`config.mk`:
```
export PLATFORM = sky130hd
export DESIGN_NAME = fic_top
export DESIGN_NICKNAME = d
export VERILOG_FILES = /design/src/pkg/fic_pkg.sv /design/src/hw/fic_top.sv
export VERILOG_INCLUDE_DIRS = /design/src /design/src/pkg
export SDC_FILE = /design/constraint.sdc
export NUM_CORES = 1
export LEC_CHECK = 0
export BUFFER_PORTS_ARGS = -buffer_cell sky130_fd_sc_hd__buf_2
export CAP_MARGIN = 20
export CORE_UTILIZATION = 35
export CTS_CLUSTER_SIZE = 12
export DETAILED_ROUTE_END_ITERATION = 8
export PLACE_DENSITY = 0.51
export SYNTH_ARGS = -nofsm -noshare
export SYNTH_HDL_FRONTEND = slang
export SYNTH_SLANG_ARGS = --single-unit
```
`constraint.sdc`:
```
create_clock -name clk -period 4.28 [get_ports clk]
set_input_delay 0.856 -clock clk [delete_from_list [all_inputs] [get_ports clk]]
set_output_delay 0.856 -clock clk [all_outputs]
set_load 0.1 [all_outputs]
```
`src/pkg/fic_defs.svh`:
```
// offsets, field positions, reset values and keys of the flash command interface
`ifndef FIC_DEFS_SVH
`define FIC_DEFS_SVH
// ============================================================
// register offsets
`define FIC_OFS_FEED_FIRST   8'h97
`define FIC_OFS_CFG_STATUS   8'hb1
`define FIC_OFS_COMMAND      8'hb2
`define FIC_OFS_ADDR_LOW     8'hb3
`define FIC_OFS_ADDR_HIGH    8'hb4
`define FIC_OFS_READBACK     8'hb5
`define FIC_OFS_DATA         8'hb6
`define FIC_OFS_EVT_STATUS   8'hb8
`define FIC_OFS_EVT_MASK     8'hb9
`define FIC_OFS_CLK_OPTION   8'hbf
`define FIC_OFS_FEED_SECOND  8'hc4
// ============================================================
// configuration register fields
`define FIC_CFG_DONE_BIT     7
`define FIC_CFG_ENABLE_BIT   6
`define FIC_CFG_BOOT_BIT     4
`define FIC_CFG_INDEX_MSB    2
// reset values
`define FIC_RST_FEED         8'h00
`define FIC_RST_ENABLE       1'h1
`define FIC_RST_COMMAND      7'h00
`define FIC_RST_CLK_OPTION   3'h0
// ============================================================
// unlock keys expected in the two feed registers
`define FIC_FEED_KEY_FIRST   8'haa
`define FIC_FEED_KEY_SECOND  8'h55
// security target address for page 0
`define FIC_SEC_PAGE0_HIGH   8'h90
// readback index values
`define FIC_IDX_STATE        3'h0
`define FIC_IDX_VERIFY       3'h1
`define FIC_IDX_SECURITY     3'h2
// event status bits
`define FIC_EVT_DONE_BIT     0
`define FIC_EVT_IGNORED_BIT  1
`endif

```
`src/pkg/fic_pkg.sv`:
```
// types of the flash command interface
`default_nettype none
package fic_pkg;
	// command codes in the command register
	typedef enum logic [6:0] {
		FIC_CMD_CHIP_ERASE  = 7'h01,
		FIC_CMD_SECURE_PAGE = 7'h03,
		FIC_CMD_BYTE_VERIFY = 7'h0c,
		FIC_CMD_PART0_ERASE = 7'h0d,
		FIC_CMD_BYTE_PROG   = 7'h0e
	} fic_cmd_t;
	// sequencer states, one-hot
	typedef enum logic [1:0] {
		FIC_ST_IDLE = 2'b01,
		FIC_ST_BUSY = 2'b10
	} fic_state_t;
	// request handed to the flash array
	typedef struct packed {
		logic [6:0]  op;
		logic [15:0] addr;
		logic [7:0]  wdata;
	} fic_flash_req_t;
endpackage : fic_pkg
`default_nettype wire

```
`src/hw/fic_top.sv`:
```
// flash command interface: feed unlock, configuration, command sequencer and register port
// ============================================================
// How it works
// two write-only feed registers, reset to zero, unlock the next command
// completion flag reads zero for an ignored command, one once finished
// enable bit low ignores every command; high lets them execute
// boot flag set when both port-1 bits 0 and 1 are low at reset
// readback index in configuration picks what the status readback register returns
// seven-bit command code, top bit reserved; 01 chip erase, 0d partition erase
// code 0c verifies a byte by reading back, 0e programs one byte
// code 03 secures a page; high address 90 locks page 0
// software issues only defined codes; others are treated as ignored here
// low address register pairs with high address byte to address the flash
// an ignored command never reaches the flash array
`timescale 1ns/1ns
`default_nettype none
`include "fic_defs.svh"
module fic_top #(
	parameter int ADDR_W = 8                        // register address width
) (
	input  wire logic                  clk,          // core clock, 100 MHz
	input  wire logic                  reset,        // asynchronous, active high
	input  wire logic [ADDR_W-1:0]     reg_addr,     // register address
	input  wire logic [7:0]            reg_wdata,    // write data
	input  wire logic                  reg_wr,       // write strobe
	input  wire logic                  reg_rd,       // read strobe
	output logic [7:0]                 reg_rdata,    // read data, cycle after strobe
	input  wire logic [1:0]            boot_pins,    // port-1 bits 1:0
	output fic_pkg::fic_flash_req_t    flash_req,    // request to the array
	output logic                       flash_start,  // one-cycle start pulse
	input  wire logic                  flash_done,   // array finished
	input  wire logic [7:0]            flash_rdata,  // byte read by a verify
	output logic [2:0]                 clk_option,   // enable, relation, input select
	output logic                       irq           // level interrupt
);
	// ============================================================
	// parameter check
	if (ADDR_W < 8) begin : g_bad_width
		$error("fic_top: ADDR_W must be at least 8");
	end

	// ============================================================
	// declarations
	logic [7:0]             feed_first_r;
	logic [7:0]             feed_second_r;
	logic                   enable_r;
	logic                   done_flag_r;
	logic                   boot_flag_r;
	logic                   boot_taken_r;
	logic [2:0]             index_r;
	logic [6:0]             command_r;
	logic [7:0]             addr_low_r;
	logic [7:0]             addr_high_r;
	logic [7:0]             data_r;
	logic [7:0]             verify_r;
	logic                   page0_lock_r;
	logic [1:0]             evt_r;
	logic [1:0]             mask_r;
	logic [7:0]             rdata_r;
	logic                   irq_r;
	logic                   start_r;
	fic_pkg::fic_flash_req_t req_r;
	fic_pkg::fic_state_t    state_r;
	logic [7:0]             ofs;
	logic                   cmd_wr;
	logic                   unlocked;
	logic                   code_ok;
	logic                   accept;
	logic                   ignore;
	logic                   finish;
	logic [1:0]             evt_set;
	logic [1:0]             evt_clr;

	assign ofs      = reg_addr[7:0];
	assign cmd_wr   = reg_wr && (ofs == `FIC_OFS_COMMAND);
	// feed keys unlock
	assign unlocked = (feed_first_r == `FIC_FEED_KEY_FIRST) && (feed_second_r == `FIC_FEED_KEY_SECOND);
	// undefined codes and non-page-0 security targets are ignored
	always_comb begin
		unique case (reg_wdata[6:0])
			7'(fic_pkg::FIC_CMD_CHIP_ERASE),
			7'(fic_pkg::FIC_CMD_PART0_ERASE),
			7'(fic_pkg::FIC_CMD_BYTE_VERIFY),
			7'(fic_pkg::FIC_CMD_BYTE_PROG):   code_ok = 1'b1;
			7'(fic_pkg::FIC_CMD_SECURE_PAGE): code_ok = (addr_high_r == `FIC_SEC_PAGE0_HIGH);
			default:                          code_ok = 1'b0;
		endcase
	end
	// enable gates acceptance; busy commands are ignored too
	assign accept = cmd_wr && enable_r && unlocked && code_ok && (state_r == fic_pkg::FIC_ST_IDLE);
	assign ignore = cmd_wr && !accept;
	assign finish = (state_r == fic_pkg::FIC_ST_BUSY) && flash_done;

	// ============================================================
	// feed registers, write only; consumed by every command write
	always_ff @(posedge clk or posedge reset) begin
		if (reset) begin
			feed_first_r  <= `FIC_RST_FEED;
			feed_second_r <= `FIC_RST_FEED;
		end else if (cmd_wr) begin
			// one unlock per command attempt
			feed_first_r  <= `FIC_RST_FEED;
			feed_second_r <= `FIC_RST_FEED;
		end else if (reg_wr) begin
			if (ofs == `FIC_OFS_FEED_FIRST)
				feed_first_r <= reg_wdata;
			if (ofs == `FIC_OFS_FEED_SECOND)
				feed_second_r <= reg_wdata;
		end
	end

	// ============================================================
	// configuration: enable bit and readback index
	always_ff @(posedge clk or posedge reset) begin
		if (reset) begin
			enable_r <= `FIC_RST_ENABLE;
			index_r  <= 3'h0;
		end else if (reg_wr && ofs == `FIC_OFS_CFG_STATUS) begin
			enable_r <= reg_wdata[`FIC_CFG_ENABLE_BIT];
			index_r  <= reg_wdata[`FIC_CFG_INDEX_MSB:0];
		end
	end

	// completion flag follows the last command outcome
	always_ff @(posedge clk or posedge reset) begin
		if (reset)
			done_flag_r <= 1'b0;
		else if (ignore)
			done_flag_r <= 1'b0;
		else if (finish)
			done_flag_r <= 1'b1;
	end

	// boot pins caught at the first edge after reset release
	always_ff @(posedge clk or posedge reset) begin
		if (reset) begin
			boot_taken_r <= 1'b0;
			boot_flag_r  <= 1'b0;
		end else if (!boot_taken_r) begin
			boot_taken_r <= 1'b1;
			boot_flag_r  <= (boot_pins == 2'b00);
		end
	end

	// ============================================================
	// address, data, command and clock option registers
	always_ff @(posedge clk or posedge reset) begin
		if (reset) begin
			addr_low_r  <= 8'h00;
			addr_high_r <= 8'h00;
			data_r      <= 8'h00;
			command_r   <= `FIC_RST_COMMAND;
			clk_option  <= `FIC_RST_CLK_OPTION;
		end else if (reg_wr) begin
			// low byte pairs with the high byte
			if (ofs == `FIC_OFS_ADDR_LOW)
				addr_low_r <= reg_wdata;
			if (ofs == `FIC_OFS_ADDR_HIGH)
				addr_high_r <= reg_wdata;
			if (ofs == `FIC_OFS_DATA)
				data_r <= reg_wdata;
			// top bit reserved, not stored
			if (ofs == `FIC_OFS_COMMAND)
				command_r <= reg_wdata[6:0];
			if (ofs == `FIC_OFS_CLK_OPTION)
				clk_option <= reg_wdata[2:0];
		end
	end

	// ============================================================
	// sequencer: one command in flight, waits for the array
	always_ff @(posedge clk or posedge reset) begin
		if (reset)
			state_r <= fic_pkg::FIC_ST_IDLE;
		else begin
			unique case (state_r)
				fic_pkg::FIC_ST_IDLE: if (accept) state_r <= fic_pkg::FIC_ST_BUSY;
				fic_pkg::FIC_ST_BUSY: if (flash_done) state_r <= fic_pkg::FIC_ST_IDLE;
				default:              state_r <= fic_pkg::FIC_ST_IDLE;
			endcase
		end
	end

	// the array sees a start only for accepted commands
	always_ff @(posedge clk or posedge reset) begin
		if (reset) begin
			start_r <= 1'b0;
			req_r   <= '0;
		end else begin
			start_r <= accept;
			if (accept) begin
				// code and address passed to the array
				req_r.op    <= reg_wdata[6:0];
				req_r.addr  <= {addr_high_r, addr_low_r};
				req_r.wdata <= data_r;
			end
		end
	end

	// verify captures the byte read back; R8 page 0 lock is sticky
	always_ff @(posedge clk or posedge reset) begin
		if (reset) begin
			verify_r     <= 8'h00;
			page0_lock_r <= 1'b0;
		end else if (finish) begin
			if (req_r.op == 7'(fic_pkg::FIC_CMD_BYTE_VERIFY))
				verify_r <= flash_rdata;
			if (req_r.op == 7'(fic_pkg::FIC_CMD_SECURE_PAGE))
				page0_lock_r <= 1'b1;
		end
	end

	// ============================================================
	// events: set wins over the read that clears
	assign evt_set = {ignore, finish};
	assign evt_clr = (reg_rd && ofs == `FIC_OFS_EVT_STATUS) ? 2'b11 : 2'b00;
	always_ff @(posedge clk or posedge reset) begin
		if (reset) begin
			evt_r  <= 2'b00;
			mask_r <= 2'b00;
			irq_r  <= 1'b0;
		end else begin
			evt_r <= (evt_r & ~evt_clr) | evt_set;
			if (reg_wr && ofs == `FIC_OFS_EVT_MASK)
				mask_r <= reg_wdata[1:0];
			irq_r <= |(((evt_r & ~evt_clr) | evt_set) & mask_r);
		end
	end

	// ============================================================
	// read port; feed registers read as zero, unmapped reads zero
	always_ff @(posedge clk or posedge reset) begin
		if (reset)
			rdata_r <= 8'h00;
		else if (reg_rd) begin
			unique case (ofs)
				`FIC_OFS_CFG_STATUS: rdata_r <= {done_flag_r, enable_r, 1'b0, boot_flag_r, 1'b0, index_r};
				`FIC_OFS_COMMAND:    rdata_r <= {1'b0, command_r};
				`FIC_OFS_ADDR_LOW:   rdata_r <= addr_low_r;
				`FIC_OFS_ADDR_HIGH:  rdata_r <= addr_high_r;
				`FIC_OFS_DATA:       rdata_r <= data_r;
				`FIC_OFS_EVT_STATUS: rdata_r <= {6'h00, evt_r};
				`FIC_OFS_EVT_MASK:   rdata_r <= {6'h00, mask_r};
				`FIC_OFS_CLK_OPTION: rdata_r <= {5'h00, clk_option};
				// index selects the readback content
				`FIC_OFS_READBACK: begin
					unique case (index_r)
						`FIC_IDX_STATE:    rdata_r <= {6'h00, unlocked, state_r == fic_pkg::FIC_ST_BUSY};
						`FIC_IDX_VERIFY:   rdata_r <= verify_r;
						`FIC_IDX_SECURITY: rdata_r <= {7'h00, page0_lock_r};
						default:           rdata_r <= 8'h00;
					endcase
				end
				default:             rdata_r <= 8'h00;
			endcase
		end else
			rdata_r <= 8'h00;
	end

	assign reg_rdata   = rdata_r;
	assign irq         = irq_r;
	assign flash_start = start_r;
	assign flash_req   = req_r;
endmodule // fic_top
`default_nettype wire

```
==> key figures, run 1 <==
Routing
  • DRT iter0 DRCs: 245
  • WL/cell: 19.8 um
  • Vias per std cell: 5.18
  • Vias: 3473
  • Post-route ant nets: 0
  • Routed WL: 13200 um
  • Post-route DRC: 0
  • First-pass DRT Iterations: 4

Synth
  • Number of synthesized flops with an enable pin: 0
  • Register area share after synthesis: 0.554
  • Ys async rst share: 1.00
  • Yosys warning count: 0
  • Synthesized flop and latch total: 113
  • Cell variety after synth: 50
  • Syn nets: 433
  • Cell count after synthesis: 402
  • Syn avg cell area: 12.7 um2
  • Synthesized area: 5110 um2
  • Ys flop type: dfrtp_1

Clock tree
  • CTS Hold Bufs: 0
  • Worst-Skew Late Latency: 0.40 ns
  • CTS tree: yes
  • Htree depth: 4
  • CTS buffer count: 17
  • Clock sinks: between 100 and 150
  • Root buffer cell: clkbuf_16
  • Post-CTS Setup Bufs: 0
  • Clock-pin slew on the worst setup and hold paths: around 0.050 ns
  • CTS-repair resized insts: 0
  • Clk buf depth: 2

Timing
  • Layout Skew: 0.00565 ns
  • Worst-Margin Slew: 0.888 ns
  • Final hold violations: 0
  • RSZ-0062 raised after global routing: no
  • Fin crit share: 0.625
  • Fmax: 374 MHz
  • Tmin final: 2.68 ns
  • Final setup viols: 0
  • Setup tns final: 0 ns
  • Rel. slew slack: 0.408
  • Final Max Slew Viols: 0

Floorplan
  • Row cnt: 43
  • Die Y: 123 um
  • Core area: 14000 um2
  • Initial Util: 0.364
  • Io pins: 75
  • Total die area: 15100 um2
  • Die Span X: 123 um

Placed design
  • IO buf count: 74
  • Placer Congestion: 0.891
  • Hpwl dp: 9150 um
  • Dpl cell area: 5640 um2

Global route
  • Number of antenna violations at the first check in global routing: 1
  • First-pass GRT wire length: 20600 um
  • Largest net degree at the start of global routing: 48
  • Vias in the first global route: around 3.7k
  • Grt total ovfl: 0
  • Global Route Usage Sum: 0.190

Worst setup path
  • Data required, critical path: 4.56 ns
  • Critical path class: in -> reg
  • Setup crit start: reg_addr[1]
  • Critical path launch point type: primary input
  • Worst path arrival time: 2.96 ns
  • Setup crit end kind: register
  • Worst Path Max Fanout: 32
  • Worst R2R Start: feed_first_r[4]

Final layout
  • Design area: 6230 um2
  • Fillcell total: roughly 1.3k
  • Area Overhead vs Synth: 21.8%
  • Most common cell after layout, fill and taps aside: dfrtp_1
  • Final core utilization: 0.443
  • Most frequent cells in the layout: dfrtp_1, buf_2, mux2_2
  • Share of cells above drive strength 1: 0.394
  • Ant diodes: 0
  • Fin nets: 510

Pwr
  • Leakage: around 3.3 nW
  • Power Dens Cells: 427 nW/um2
  • Peak supply drop: 0.000236 V
  • Total Power: 0.00266 W

Run status
  • Status: finished clean

Min path
  • HP Class: reg -> reg
  • Hold_sp: boot_taken_r

Flow run
  • Max_cap viols: 0
area by class of cell:
cell class              instances  area, um2  share of cell area
inverters                       2       10.0             0.00161
clock buffers                  25        515              0.0828
well taps                     180        225              0.0362
clock inverters                 5       75.1              0.0121
repair buffers                 79        408              0.0655
multi-input cells             266       2160               0.347
flip-flops and latches        113       2830               0.454
sequential cells by signal, summed over array words and instances, names as in the netlist:
signal and flops:
flash_start 1, enable_r 1, page0_lock_r 1, data_r 8
verify_r 8, irq 1, flash_req 31, clk_option 3
boot_flag_r 1, mask_r 2, feed_second_r 8, command_r 7
evt_r 2, reg_rdata 8, feed_first_r 8, boot_taken_r 1
done_flag_r 1, addr_low_r 8, index_r 3, state_r 2
addr_high_r 8
final timing paths:
| path | end | slack (ns) | depth (start not counted) |
|---|---|---|---|
| min in group asynchronous | flash_req[9] | 0.53 | 2 |
| worst max register to register | flash_req[4] | 1.72 | 5 |
| worst min-delay path | boot_flag_r | 0.45 | 1 |
| worst min register to register | boot_flag_r | 0.45 | 1 |
| worst max-delay path | flash_req[4] | 1.60 | 7 |
| max in group asynchronous | command_r[0] | 2.84 | 3 |
worst max-delay path, cell delays in order:
cell	delay [ns]
buf_2	0.31
inv_2	0.12
nor2_2	0.33
and3_1	0.22
buf_4	0.28
nand2_4	0.40
mux2_4	0.43
logic make-up (layout without fill, tap and decap cells):
logic type      count (synthesis)  in the layout  synth area share
mux                            94             94             0.221
compound gates                 43             43            0.0612
other cells                     1              1          0.000734
flops                         113            113             0.554
xor+xnor                        1              1           0.00171
buf+inv                        23            111            0.0230
simple gates                  127            127             0.138
report_power, final:
| part | switching, W | internal [W] |
|---|---|---|
| combinational | 0.0000889 | 0.0000447 |
| clock | 0.000463 | 0.000940 |
| sequential | 0.0000241 | 0.00110 |
per-layer routing:
layer | wire [um] | up-vias | GRT usage
met5 | 0 | - | 0
met4 | 204 | 0 | 0.0747
met3 | 753 | 16 | 0.0525
met2 | 6230 | 99 | 0.296
met1 | 6050 | 1756 | 0.250
li1 | - | 1602 | -
metrics by stage:
stage               instances  worst slack [ns]  hold slack, ns
floorplan                 402             0.440           0.429
global placement          640              1.30           0.439
detailed placement        640              1.23           0.446
CTS                       670              1.65           0.453
global route              670              1.49           0.463
finish                    670              1.60           0.449
Yosys cell counts (2+ instances only):
| library cell | number | area share |
|---|---|---|
| and3_1 | 4 | 0.0049 |
| a21oi_1 | 5 | 0.0049 |
| nand2_1 | 39 | 0.029 |
| mux2_4 | 26 | 0.076 |
| a41oi_1 | 2 | 0.0034 |
| dfstp_2 | 2 | 0.010 |
| buf_6 | 3 | 0.0066 |
| nor4bb_1 | 4 | 0.0078 |
| clkbuf_1 | 11 | 0.0081 |
| and2_1 | 4 | 0.0049 |
| nor4_1 | 3 | 0.0037 |
| nand2b_1 | 4 | 0.0049 |
| nor2_1 | 30 | 0.022 |
| a21o_1 | 2 | 0.0029 |
| a21boi_0 | 2 | 0.0029 |
| mux2_2 | 48 | 0.11 |
| a22o_1 | 9 | 0.015 |
| dfrtp_1 | 111 | 0.54 |
| a2bb2oi_1 | 2 | 0.0034 |
| nand3_1 | 8 | 0.0078 |
| and4_1 | 2 | 0.0034 |
| nand4b_1 | 3 | 0.0051 |
| nor2b_1 | 6 | 0.0073 |
| a22oi_1 | 3 | 0.0044 |
| a31oi_1 | 6 | 0.0073 |
| nand4_1 | 6 | 0.0073 |
| buf_2 | 7 | 0.0069 |
| o21ai_0 | 6 | 0.0059 |
| mux2i_1 | 20 | 0.039 |
| nor3_1 | 4 | 0.0039 |
No activity file was read; power rests on OpenSTA's default activity.
==> run 2, diff against run 1 <==
Settings changed: ABC_AREA set to 1, PLACE_DENSITY 0.51 to 0.53.
Clock period 4.28 ns to 2.45 ns, I/O delays scaled along.
==> key figures, run 2 <==
Run status
  • Status: finished clean

Min path
  • HP Class: in -> async

Final layout
  • Most common cell after layout, fill and taps aside: nand2_1
  • Max FFs per register: 31 (unchanged)
  • FF/Latch Area: 2830 um2 (unchanged)
  • Share of cells above drive strength 1: 0.187 (-0.207)
  • Area Overhead vs Synth: 20.5%
  • Most frequent cells in the layout: nand2_1, dfrtp_1, buf_2
  • Area of the multi-input gates: 1870 um2 (-14%)
  • Fin nets: 736 (+44%)
  • Fillcell total: 1405 (+9.2%)
  • Ant diodes: 0 (unchanged)

Timing
  • Final hold violations: 0 (unchanged)
  • Tmin final: approximately 1.8 ns
  • Fmax: 546 MHz
  • Rel. slew slack: 0.576 (+0.168)
  • Final Max Slew Viols: 0 (unchanged)
  • Fin crit share: 0.747
  • Final setup viols: 0 (unchanged)
  • Final WS setup: 0.619 ns (-0.985 ns)
  • Setup tns final: 0 ns (unchanged)
  • RSZ-0062 raised after global routing: no
  • Worst-Margin Slew: 0.636 ns (-0.252 ns)
  • Layout Skew: 0.00799 ns (+0.00234 ns)

Routing
  • Post-route DRC: 0 (unchanged)
  • First-pass DRT Iterations: 5 (+1)
  • Vias per std cell: 4.77 (-7.9%)
  • Routed WL: 13300 um (+0.70%)
  • Post-route ant nets: 0 (unchanged)
  • Vias: 4285 (+23%)
  • WL/cell: 14.8 um (-25%)
  • DRT iter0 DRCs: 304 (+24%)

Clock tree
  • CTS tree: yes
  • Clock-pin slew on the worst setup and hold paths: 0.05 ns (about the same)
  • CTS Hold Bufs: 0 (unchanged)
  • CTS-repair resized insts: 0 (unchanged)
  • Clock sinks: 113 (unchanged)
  • Post-CTS Setup Bufs: 0 (unchanged)
  • Worst-Skew Late Latency: 0.41 ns (about the same)
  • CTS buffer count: 17 (unchanged)
  • Clk buf depth: 2 (unchanged)
  • Root buffer cell: clkbuf_16
  • Htree depth: 4 (unchanged)

Worst setup path
  • Setup crit end kind: register
  • CP most frequent cell: nor2_1
  • Worst path max stage delay: 0.37 ns (-0.06 ns)
  • Critical path class: reg -> reg
  • Data required, critical path: 2.78 ns (-1.78 ns)
  • Worst path bufs/invs: 1 (-2)
  • Worst path arrival time: 2.16 ns (-0.80 ns)
  • Total stage count of the critical path: 9 (+2)
  • Worst path slowest cell: dfrtp_1
  • Worst Path Max Fanout: 41 (+28%)
  • Cell family with most CP delay: simple AND/OR/NAND/NOR gates
  • CP cell instances: nor2_1 > nand2_1 > nor2_1 > nand3_1 > nor2_4 > nand2_4 > clkinv_4 > nand2_2 > o21ai_1
  • Reg2reg path depth: 9 (+4)
  • Critical path launch point type: register

Pwr
  • Clk pwr share: 0.492 (-0.036)
  • Power Dens Cells: 712 nW/um2 (+67%)
  • Sequential power share: 0.449 (+0.027)
  • Int Pwr: 0.00336 W (+61%)
  • Peak supply drop: 0.000454 V (+93%)
  • NetSw: 0.00103 W (+78%)
  • Logic pwr share: 0.058 (+0.008)
  • Sw frac: 0.234 (+0.0175)
  • Leakage: 3.31 nW (about the same)

Synth
  • Share of the synthesized area in the top cell type: 0.543 (about the same)
  • Cell count after synthesis: 624 (+55%)
  • Yosys warning count: 0 (unchanged)
  • Syn nets: 655 (+51%)
  • Number of synthesized flops with an enable pin: 0 (unchanged)
  • Cell variety after synth: 29 (-42%)
  • Most frequent cells after synthesis: nand2_1, dfrtp_1, inv_1, o21ai_0, nor2_1
  • Cell with the most instances after synthesis: nand2_1
  • Ys async rst share: 1.00 (unchanged)
  • Syn avg cell area: 8.19 um2 (-36%)
  • Synthesized area: 5110 um2 (about the same)
  • Synthesized flop and latch total: 113 (unchanged)
  • Synth area leaders: dfrtp_1, nand2_1, o21ai_0, inv_1, nand3_1
  • Register area share after synthesis: 0.554 (about the same)
  • Area leader, netlist: dfrtp_1
  • Ys flop type: dfrtp_1

Global route
  • First-pass GRT wire length: 21600 um (+4.6%)
  • Largest net degree at the start of global routing: 65 (+35%)
  • Vias in the first global route: 4079 (+11%)
  • Number of antenna violations at the first check in global routing: 0 (-1)
  • Grt total ovfl: 0 (unchanged)
  • Global Route Usage Sum: 0.195 (+0.00435)

Floorplan
  • Core area: 14000 um2 (unchanged)
  • Io pins: 75 (unchanged)
  • Die Span X: 123 um (about the same)
  • Row cnt: 43 (unchanged)
  • Total die area: 15100 um2 (about the same)
  • Initial Util: 0.364 (about the same)
  • Die Y: 123 um (about the same)

Placed design
  • Placer Congestion: 0.867 (-2.7%)
  • Hpwl dp: 9940 um (+8.6%)
  • IO buf count: 74 (unchanged)
  • DP Worst Slack: 0.311 ns (-0.917 ns)

Flow run
  • Max_cap viols: 0 (unchanged)
-- run 2: cell count changes after synthesis, sizes merged, moves of 20 or more --
| cell | previous run | this run |
|---|---|---|
| mux2 | 74 | 0 |
| inv | 2 | 72 |
| mux2i | 20 | 0 |
| o21ai | 6 | 86 |
| nor2 | 31 | 51 |
| nand3 | 8 | 37 |
| nand2 | 40 | 226 |
-- run 2: final timing paths --
kind,startpoint,slack [ns],endpoint
setup / recovery,feed_first_r[2],0.62,flash_req[26]
hold / removal,reset,0.14,flash_req[20]
setup reg to reg,feed_first_r[2],0.62,flash_req[26]
hold reg to reg,boot_taken_r,0.45,boot_flag_r
max in group asynchronous,reset,1.58,state_r[0]
min in group clk,boot_pins[0],0.25,boot_flag_r
-- run 2: cells by family after synthesis --
group                  count (synthesis)  share of synthesized area
and+or+nand+nor                      324                      0.263
other                                  1                   0.000734
DFF                                  113                      0.554
buffers and inverters                 91                     0.0808
AOI/OAI and AO/OA                     95                      0.102
-- run 2: cell type report --
| cell class | instances | area share |
|---|---|---|
| well taps | 180 | 0.0366 |
| inverters | 73 | 0.0463 |
| clock buffers | 25 | 0.0788 |
| flip-flops and latches | 113 | 0.459 |
| multi-input cells | 420 | 0.303 |
| repair buffers | 80 | 0.0695 |
| clock inverters | 7 | 0.00609 |
-- run 2: layer usage --
metal / global-route usage / wire length [um]
met1: 0.278 / 6590
met2: 0.293 / 6030
met3: 0.0483 / 611
met4: 0.0488 / 99
met5: 0 / 0
-- run 2: stage by stage --
stage / cells / utilization / hold WS [ns] / power, W / instance area, um2
2_1_floorplan: 624 / - / 0.429 / 0.00215 / 5120
3_3_place_gp: 866 / 0.401 / 0.438 / 0.00225 / 5640
3_5_place_dp: 866 / 0.401 / 0.449 / 0.00226 / 5640
4_1_cts: 898 / 0.439 / 0.146 / 0.00445 / 6160
5_1_grt: 898 / 0.439 / 0.171 / 0.00457 / 6160
6_report: 898 / 0.439 / 0.137 / 0.00439 / 6160
-- run 2: power by group through the flow --
stage / sequential (W) / clock (W) / combinational (W)
3_3_place_gp: 0.00200 / 0 / 0.000255
6_report: 0.00197 / 0.00216 / 0.000256
4_1_cts: 0.00197 / 0.00221 / 0.000262
3_5_place_dp: 0.00200 / 0 / 0.000262
5_1_grt: 0.00198 / 0.00230 / 0.000293
2_1_floorplan: 0.00201 / 0 / 0.000146
-- run 2: worst reg2reg max path, delay by kind of cell, from the launching register on --
family,cells,cell delay (ns)
AOI/OAI and AO/OA,1,0.08
and+or+nand+nor,7,1.03
buffers and inverters,1,0.27
DFF,1,0.37
